$ cat src/hw/rre_pkg.sv
// Package: operation codes, widths and carrier structs for the exec block
package rre_pkg;
    localparam int DATA_W = 8;
    localparam int PC_W = 13;
    localparam logic [DATA_W-1:0] ACC_RST = 8'h00;
    localparam logic [PC_W-1:0] PC_RST = 13'h0000;
    localparam int MSB = DATA_W - 1;

    // Operation selector handed over by the instruction decoder
    typedef enum logic [2:0] {
        OP_NONE,
        OP_SUB_EXIT,
        OP_SUB_EXIT_IMM,
        OP_INT_EXIT,
        OP_ROT_MEM,
        OP_ROT_ACC
    } rre_op_t;

    // Issue request from the decoder
    typedef struct packed {
        logic valid;
        rre_op_t op;
        logic [DATA_W-1:0] imm;
        logic [DATA_W-1:0] mem_rdata;
    } rre_req_t;

    // Result bundle towards core state
    typedef struct packed {
        logic pc_load;
        logic [PC_W-1:0] pc_value;
        logic stack_pop;
        logic acc_we;
        logic [DATA_W-1:0] acc_value;
        logic mem_we;
        logic [DATA_W-1:0] mem_wdata;
        logic irq_take;
    } rre_res_t;
endpackage

$ cat src/hw/rre_exec.sv
// Return and rotate-left execution logic of the 8-bit core
`timescale 1ns/1ns

module rre_exec #(
    parameter int DATA_W = rre_pkg::DATA_W,
    parameter int PC_W = rre_pkg::PC_W
) (
    input wire logic CORE_CLK,
    input wire logic RESET_N,
    input wire rre_pkg::rre_req_t REQ,
    input wire logic [PC_W-1:0] STACK_TOP,
    input wire logic IRQ_PENDING,
    input wire logic [PC_W-1:0] IRQ_VECTOR,
    input wire logic GIE_CLEAR,
    input wire logic [3:0] FLAGS_IN,
    output rre_pkg::rre_res_t RES,
    output logic [DATA_W-1:0] ACC,
    output logic [PC_W-1:0] FETCH_PC,
    output logic GLOBAL_INTERRUPT_ENABLE,
    output logic [3:0] FLAGS_OUT
);

    // ******************************************************
    // Helpers
    // ******************************************************

    // One-bit left rotation, top bit wraps to bit zero
    function automatic logic [DATA_W-1:0] rot_left(
        input logic [DATA_W-1:0] v
    );
        rot_left = {v[DATA_W-2:0], v[DATA_W-1]};
    endfunction

    logic [DATA_W-1:0] acc_q, acc_d;
    logic [PC_W-1:0] pc_q, pc_d;
    logic gie_q, gie_d;
    logic [3:0] flags_q, flags_d;
    rre_pkg::rre_res_t res_q, res_d;
    logic [DATA_W-1:0] rot;

    // ******************************************************
    // Next-state computation
    // ******************************************************

    // Decode the issued operation into core state updates
    always_comb begin
        rot = rot_left(REQ.mem_rdata);
        acc_d = acc_q;
        pc_d = pc_q;
        gie_d = gie_q;
        flags_d = FLAGS_IN;
        res_d = '0;
        if (GIE_CLEAR) begin
            gie_d = 1'b0;
        end
        if (REQ.valid) begin
            unique case (REQ.op)
                rre_pkg::OP_SUB_EXIT: begin
                    pc_d = STACK_TOP;
                    res_d.stack_pop = 1'b1;
                end
                rre_pkg::OP_SUB_EXIT_IMM: begin
                    pc_d = STACK_TOP;
                    res_d.stack_pop = 1'b1;
                    acc_d = REQ.imm;
                    res_d.acc_we = 1'b1;
                end
                rre_pkg::OP_INT_EXIT: begin
                    res_d.stack_pop = 1'b1;
                    gie_d = 1'b1;
                    if (IRQ_PENDING) begin
                        pc_d = IRQ_VECTOR;
                        res_d.irq_take = 1'b1;
                        gie_d = 1'b0;
                    end else begin
                        pc_d = STACK_TOP;
                    end
                end
                rre_pkg::OP_ROT_MEM: begin
                    res_d.mem_we = 1'b1;
                    res_d.mem_wdata = rot;
                end
                rre_pkg::OP_ROT_ACC: begin
                    acc_d = rot;
                    res_d.acc_we = 1'b1;
                end
                default: begin
                end
            endcase
        end
        res_d.pc_load = res_d.stack_pop;
        res_d.pc_value = pc_d;
        res_d.acc_value = acc_d;
    end

    // ******************************************************
    // State registers
    // ******************************************************

    // Register core state and result bundle
    always_ff @(posedge CORE_CLK or negedge RESET_N) begin
        if (!RESET_N) begin
            acc_q <= rre_pkg::ACC_RST;
            pc_q <= rre_pkg::PC_RST;
            gie_q <= 1'b0;
            flags_q <= '0;
            res_q <= '0;
        end else begin
            acc_q <= acc_d;
            pc_q <= pc_d;
            gie_q <= gie_d;
            flags_q <= flags_d;
            res_q <= res_d;
        end
    end

    assign RES = res_q;
    assign ACC = acc_q;
    assign FETCH_PC = pc_q;
    assign GLOBAL_INTERRUPT_ENABLE = gie_q;
    assign FLAGS_OUT = flags_q;
endmodule // rre_exec

$ cat config.mk
export PLATFORM = sky130hd
export DESIGN_NAME = rre_exec
export DESIGN_NICKNAME = d
export VERILOG_FILES = /design/src/hw/rre_pkg.sv /design/src/hw/rre_exec.sv
export SDC_FILE = /design/constraint.sdc
export NUM_CORES = 1
export LEC_CHECK = 0
export ABC_AREA = 1
export CORE_MARGIN = 1
export CORE_UTILIZATION = 56
export CTS_CLUSTER_DIAMETER = 80
export DETAILED_ROUTE_END_ITERATION = 10
export DONT_BUFFER_PORTS = 1
export PLACE_DENSITY = 0.81
export SLEW_MARGIN = 20
export SYNTH_ARGS = -nofsm -noshare
export SYNTH_HDL_FRONTEND = slang
export SYNTH_SLANG_ARGS = --single-unit
$ cat constraint.sdc
create_clock -name CORE_CLK -period 0.8 [get_ports CORE_CLK]
set_input_delay 0 -clock CORE_CLK [delete_from_list [all_inputs] [get_ports CORE_CLK]]
set_output_delay 0 -clock CORE_CLK [all_outputs]
set_load 0.02 [all_outputs]
==> flow_summary.ini, run 1 <==
[cells_and_area]
fin_nets = 403
nFillCells = 180
fin_cells = 397
seq_area_um2 = 970
stdcell_area_um2 = 3000
drive_gt1_frac = 0.237
fin_util = 0.877
area_growth_pct = 45.9
multi_input_area_um2 = 840

[clock_tree]
h-tree-depth = 2
cts-root-buf = clkbuf_4
cts_tree = yes
path_clk_slew_ns = 0.12
cts.sinks = 38
clk_path_buf_depth = 2
clock_latency_ns = 0.35
numCtsBuffers = 5

[worst_setup_path]
endpoint_kind = output pin
cp_data_arrival_time_ns = 0.94
cp.required_ns = 0.80
critPathTopFamily = flip-flops
cp.depth = 1
startpoint_type = flop
worstRegToRegCells = 4
cp_cell_sequence = buf_6
path_class = flop to output pin
cp.buffers_inverters = 1
path_max_fanout = 2
slowest_stage = dfrtp_1
critical-path-max-stage-delay_ns = 0.43

[sta]
setup_viol = 69
hold_viol = 55
max_freq_ghz = 1.06
slew-limit-headroom = 0.667
fin_ws_ns = -0.145
fin_crit_sh = 1.18
worst_pin_slew_ns = 0.500
period_needed_ns = 0.945
whs_ns = -0.683
rsz0062_at_grt = true
fin_worst_skew_ns = 0
report.final.slew_viol_count = 0

[global_route]
antenna_found_initial = 1
grt_overflow = 0
grt_pass1_vias = 2071
grt_max_degree = 39
track_usage = 0.333
grt_first_pass_wirelength_um = 9730
use_met2 = 0.596
grt_use_met1 = 0.374
top_usage_layer = met2
met3_usage = 0.0894

[logic_synthesis]
ys_warn_count = 0
yosysSeqAreaShare = 0.463
ys_types = 18
synth_fp_nets = 330
ys_ff_latch = 38
synthCells = 276
avgSynthCellArea_um2 = 7.44
syn_area_um2 = 2050

[drt]
drt_iter0_drc = 177
ant_nets = 0
postRouteWirelength_um = 6780
wl_per_cell_um = 17.1
vias_per_cell = 5.44
dr.pass1.iters = 5
vias = 2159
route.detailed.drc = 0

[placed_design]
placed_cells = 316
io_buffer_count = 0
place_area_um2 = 2090
gp_congestion = 0.856
place_hpwl_um = 3150

[die]
die-height_um = 62.6
core_area_um2 = 3420
io_pins = 114
rows = 21
die-area_um2 = 3910
start_util = 0.601
die_w_um = 62.6

[power_and_ir_drop]
power_mw = 5.53
p_leak_nw = 1.63
powerDensity_nw_per_um2 = 1850
ir_drop_mv = 1.46

[run_status]
outcome = finished, violations left
violations = negative hold slack, negative setup slack

[min_path]
hold_path_class = input port to asynchronous set/reset pin

[job]
maxCapViolCount = 0
-- Yosys cell counts --
cell type  instances  area share
nand2_2            2      0.0061
buf_6              1      0.0055
inv_2              2      0.0037
inv_1             14       0.026
o21ai_0            1      0.0024
nand4_1            8       0.024
nand2_1          152        0.28
buf_4             27       0.099
dfrtp_1           38        0.46
buf_2              3      0.0073
inv_4              1      0.0030
nand3_4            1      0.0085
nand3_2            2      0.0098
nand3_1            9       0.022
nand4_4            1       0.010
nor2_1            11       0.020
nand2_4            1      0.0055
nor2_2             2      0.0061
-- repair_timing --
item / in CTS / in global routing
hold endpoints to repair: 76 / 57
hold buffers: 52 / 1
pin swaps: 1 / 5
setup endpoints to repair: 53 / 78
buffers inserted: 10 / 10
gates resized for setup: 32 / 17
cloned: 0 / 1
-- flip-flops by register name (all words and copies together) (netlist names) --
signal	count
GLOBAL_INTERRUPT_ENABLE	1
RES	33
FLAGS_OUT	4
-- final timing paths --
| kind | slack, ns | endpoint | from |
|---|---|---|---|
| worst max-delay path | -0.14 | ACC[7] | RES[17] |
| worst min-delay path | -0.68 | RES[31] | RESET_N |
| worst max register to register | -0.11 | RES[11] | RES[11] |
| worst min register to register | 0.52 | RES[20] | RES[20] |
| max in group asynchronous | 1.38 | RES[1] | RESET_N |
| min in group CORE_CLK | -0.17 | RES[7] | REQ[18] |
-- worst register-to-register path: cells and delay by family, from the launching register on --
kind	cells	cell delay [ns]
AND/OR/NAND/NOR	2	0.12
flip-flops	1	0.42
buffers and inverters	2	0.27
-- logic make-up (layout without fill, tap and decap cells) --
kind of cell | after synthesis | in the layout | synth area share
AND/OR/NAND/NOR | 189 | 189 | 0.391
flip-flops | 38 | 38 | 0.463
other | 0 | 1 | 0
buffers and inverters | 48 | 122 | 0.144
AO/OA/AOI/OAI | 1 | 1 | 0.00244
-- per-layer routing --
metal / part of all wire / vias up / wire length (um)
li1: - / 973 / -
met1: 0.36 / 1006 / 2420
met2: 0.53 / 154 / 3580
met3: 0.082 / 26 / 553
met4: 0.033 / 0 / 227
met5: 0 / - / 0
-- layout make-up --
class / instances / share of cell area
Antenna cell: 1 / 0.000835
Clock buffer: 7 / 0.0184
Clock inverter: 1 / 0.00167
Inverter: 17 / 0.0230
Multi-Input combinational cell: 190 / 0.280
Sequential cell: 38 / 0.324
Tap cell: 46 / 0.0192
Timing Repair Buffer: 97 / 0.333
-- layout by cell type, fill, tap and decap left out, drive strengths merged, types with 8 or more instances in the layout --
master,netlist,final
nand4,9,9
clkbuf,0,8
dlygate4sd3,0,51
nand3,12,12
nand2,155,155
dfrtp,38,38
buf,31,44
nor2,13,13
inv,17,17
-- where the power goes --
group | internal, mW | switching (mW) | leakage (nW) | total [mW]
registers | 2.14 | 0.202 | 0.466 | 2.34
logic | 0.966 | 1.13 | 1.13 | 2.09
clock network | 0.426 | 0.673 | 0.0353 | 1.10
-- metrics by stage --
stage / setup TNS, ns / worst slack (ns)
after detailed placement: 0 / 0.0119
final: -6.45 / -0.145
after CTS: -5.71 / -0.127
after global placement: 0 / 0.0628
after floorplan: 0 / 0.0233
after global routing: -8.62 / -0.187
No activity file was read; power rests on OpenSTA's default activity.
==> inputs of run 2 (changes only) <==
--- a/config.mk
+++ b/config.mk
@@ -7,11 +7,11 @@
 export LEC_CHECK = 0
 export ABC_AREA = 1
 export CORE_MARGIN = 1
-export CORE_UTILIZATION = 56
+export CORE_UTILIZATION = 44
 export CTS_CLUSTER_DIAMETER = 80
 export DETAILED_ROUTE_END_ITERATION = 10
 export DONT_BUFFER_PORTS = 1
-export PLACE_DENSITY = 0.81
+export PLACE_DENSITY = 0.68
 export SLEW_MARGIN = 20
 export SYNTH_ARGS = -nofsm -noshare
 export SYNTH_HDL_FRONTEND = slang
==> run 2 against run 1 <==
The run still ends with negative hold slack, negative setup slack left. Combinational power shrank 16%. Setup slack gained 0.089 ns. Sequential power is essentially flat. Cell count shrank 5.5%. Cell area shrank 9.0%. Die area grew 26%. Register-to-register slack gained 0.14 ns. Non-clock buffer count shrank 27. First-iteration DRC count shrank 58%.
==> flow_summary.ini, run 2 (same netlist as run 1, synthesis figures left out) <==
[die]
core_area_um2 = 4410
die_w_um = 70.3
die-height_um = 70.3
start_util = 0.465
io_pins = 114
die-area_um2 = 4940
rows = 24

[drt]
route.detailed.drc = 0
postRouteWirelength_um = 5180
dr.pass1.iters = 4
vias_per_cell = 5.00
wl_per_cell_um = 13.8
vias = 1876
drt_iter0_drc = 75
ant_nets = 0

[sta]
fin_ws_ns = -0.0556
tns_ns = -1.69
fin_crit_sh = 1.07
hold_viol = 57
worst_pin_slew_ns = 0.416
setup_viol = 43
max_freq_ghz = 1.17
slew-limit-headroom = 0.722
rsz0062_at_grt = true
report.final.slew_viol_count = 0
whs_ns = -0.601
fin_worst_skew_ns = 0
period_needed_ns = 0.856

[cells_and_area]
mostFrequentLayoutCells = nand2_1 (152), dfrtp_1 (37), dlygate4sd3_1 (36)
largest_reg_flops = 33
drive_gt1_frac = 0.173
antenna_cells = 0
fin_nets = 376
fin_cells = 375
layout_commonest_cell = nand2_1
area_growth_pct = 32.8

[worst_setup_path]
slowest_stage = dfrtp_1
crit_start = RES[16]
path_class = flop to output pin
worstRegToRegCells = 3
crit_path_end = RES[16]
startpoint_type = flop
cp.buffers_inverters = 1
cp_cell_sequence = buf_6
regToRegEndpoint = RES[27]
r2r_start = RES[27]
cp_data_arrival_time_ns = 0.86
r2r_slack_ns = 0.03
path_max_fanout = 2
endpoint_kind = output pin
cp.required_ns = 0.80
critPathTopFamily = flip-flops
cp.depth = 1
critical-path-max-stage-delay_ns = 0.41

[global_route]
met3_usage = 0.0635
grt_pass1_vias = 1867
grt_max_degree = 39
grt_first_pass_wirelength_um = 8450
use_met2 = 0.371
top_usage_layer = met2
track_usage = 0.215
grt_use_met1 = 0.248
antenna_found_initial = 0
grt_overflow = 0

[placed_design]
placed_cells = 323
io_buffer_count = 0
place_hpwl_um = 3320
gp_congestion = 0.771

[clock_tree]
cts.sinks = 38
path_clk_slew_ns = 0.08
numCtsBuffers = 5
h-tree-depth = 2
clock_latency_ns = 0.28
cts-root-buf = clkbuf_8
cts_tree = yes
clk_path_buf_depth = 2

[job]
maxCapViolCount = 0

[power_and_ir_drop]
ir_drop_mv = 1.23
p_switching_mw = 1.87
netSwitchingFraction = 0.341
power_frac_comb = 0.321
powerDensity_nw_per_um2 = 2010
p_leak_nw = 1.52
power_mw = 5.48
p_seq_frac = 0.427
cell_internal_pwr_mw = 3.61
clkPwrFrac = 0.253

[min_path]
hold_path_class = input port to asynchronous set/reset pin

[run_status]
violations = negative hold slack, negative setup slack
outcome = finished, violations left
==> run 2: power by group through the flow <==
stage | combinational, mW | sequential (mW) | clock [mW]
final | 1.76 | 2.34 | 1.38
after global routing | 1.89 | 2.36 | 1.50
after CTS | 1.70 | 2.33 | 1.43
after detailed placement | 1.37 | 2.33 | 0
after global placement | 1.34 | 2.33 | 0
after floorplan | 0.960 | 2.59 | 0
==> run 2: what timing repair did <==
| action | in CTS | in global routing |
|---|---|---|
| hold buffers | 34 | 2 |
| gates resized for setup | 23 | 2 |
| pin swaps | 0 | 4 |
| hold endpoints to repair | 75 | 55 |
| buffers inserted | 5 | 3 |
| endpoints found under the setup margin | 45 | 48 |
==> run 2: worst min path at each step <==
stage / from / slack, ns / to / cells after the start
3_5_place_dp: RESET_N / -0.29 / RES[26] / 0
2_1_floorplan: RESET_N / -0.30 / FLAGS_OUT[0] / 0
5_1_grt: RESET_N / -0.62 / RES[7] / 0
6_report: RESET_N / -0.60 / RES[12] / 0
3_3_place_gp: RESET_N / -0.29 / RES[26] / 0
4_1_cts: RESET_N / -0.61 / RES[7] / 0
==> run 2: cell type report <==
| cell class | instances | area, um^2 |
|---|---|---|
| tap | 52 | 65.1 |
| multi-input combinational | 190 | 812 |
| timing repair buffer | 70 | 736 |
| inverter | 17 | 66.3 |
| clock buffer | 6 | 82.6 |
| sequential | 38 | 952 |
| fill | 387 | 1690 |
| clock inverter | 2 | 12.5 |
==> run 2: through the flow <==
step	setup WS (ns)	cell area, um^2	hold WS, ns	utilization
6_report	-0.0556	2730	-0.601	0.618
5_1_grt	-0.0859	2730	-0.620	0.618
4_1_cts	-0.0606	2680	-0.611	0.607
3_5_place_dp	0.0408	2120	-0.295	0.481
3_3_place_gp	0.0577	2120	-0.295	0.481
2_1_floorplan	0.0233	2050	-0.296	-
==> run 2: per-layer routing <==
layer | up-vias | wire length, um
met3 | 11 | 346
met5 | - | 0
met2 | 89 | 2620
met4 | 0 | 84
li1 | 912 | -
met1 | 864 | 2130
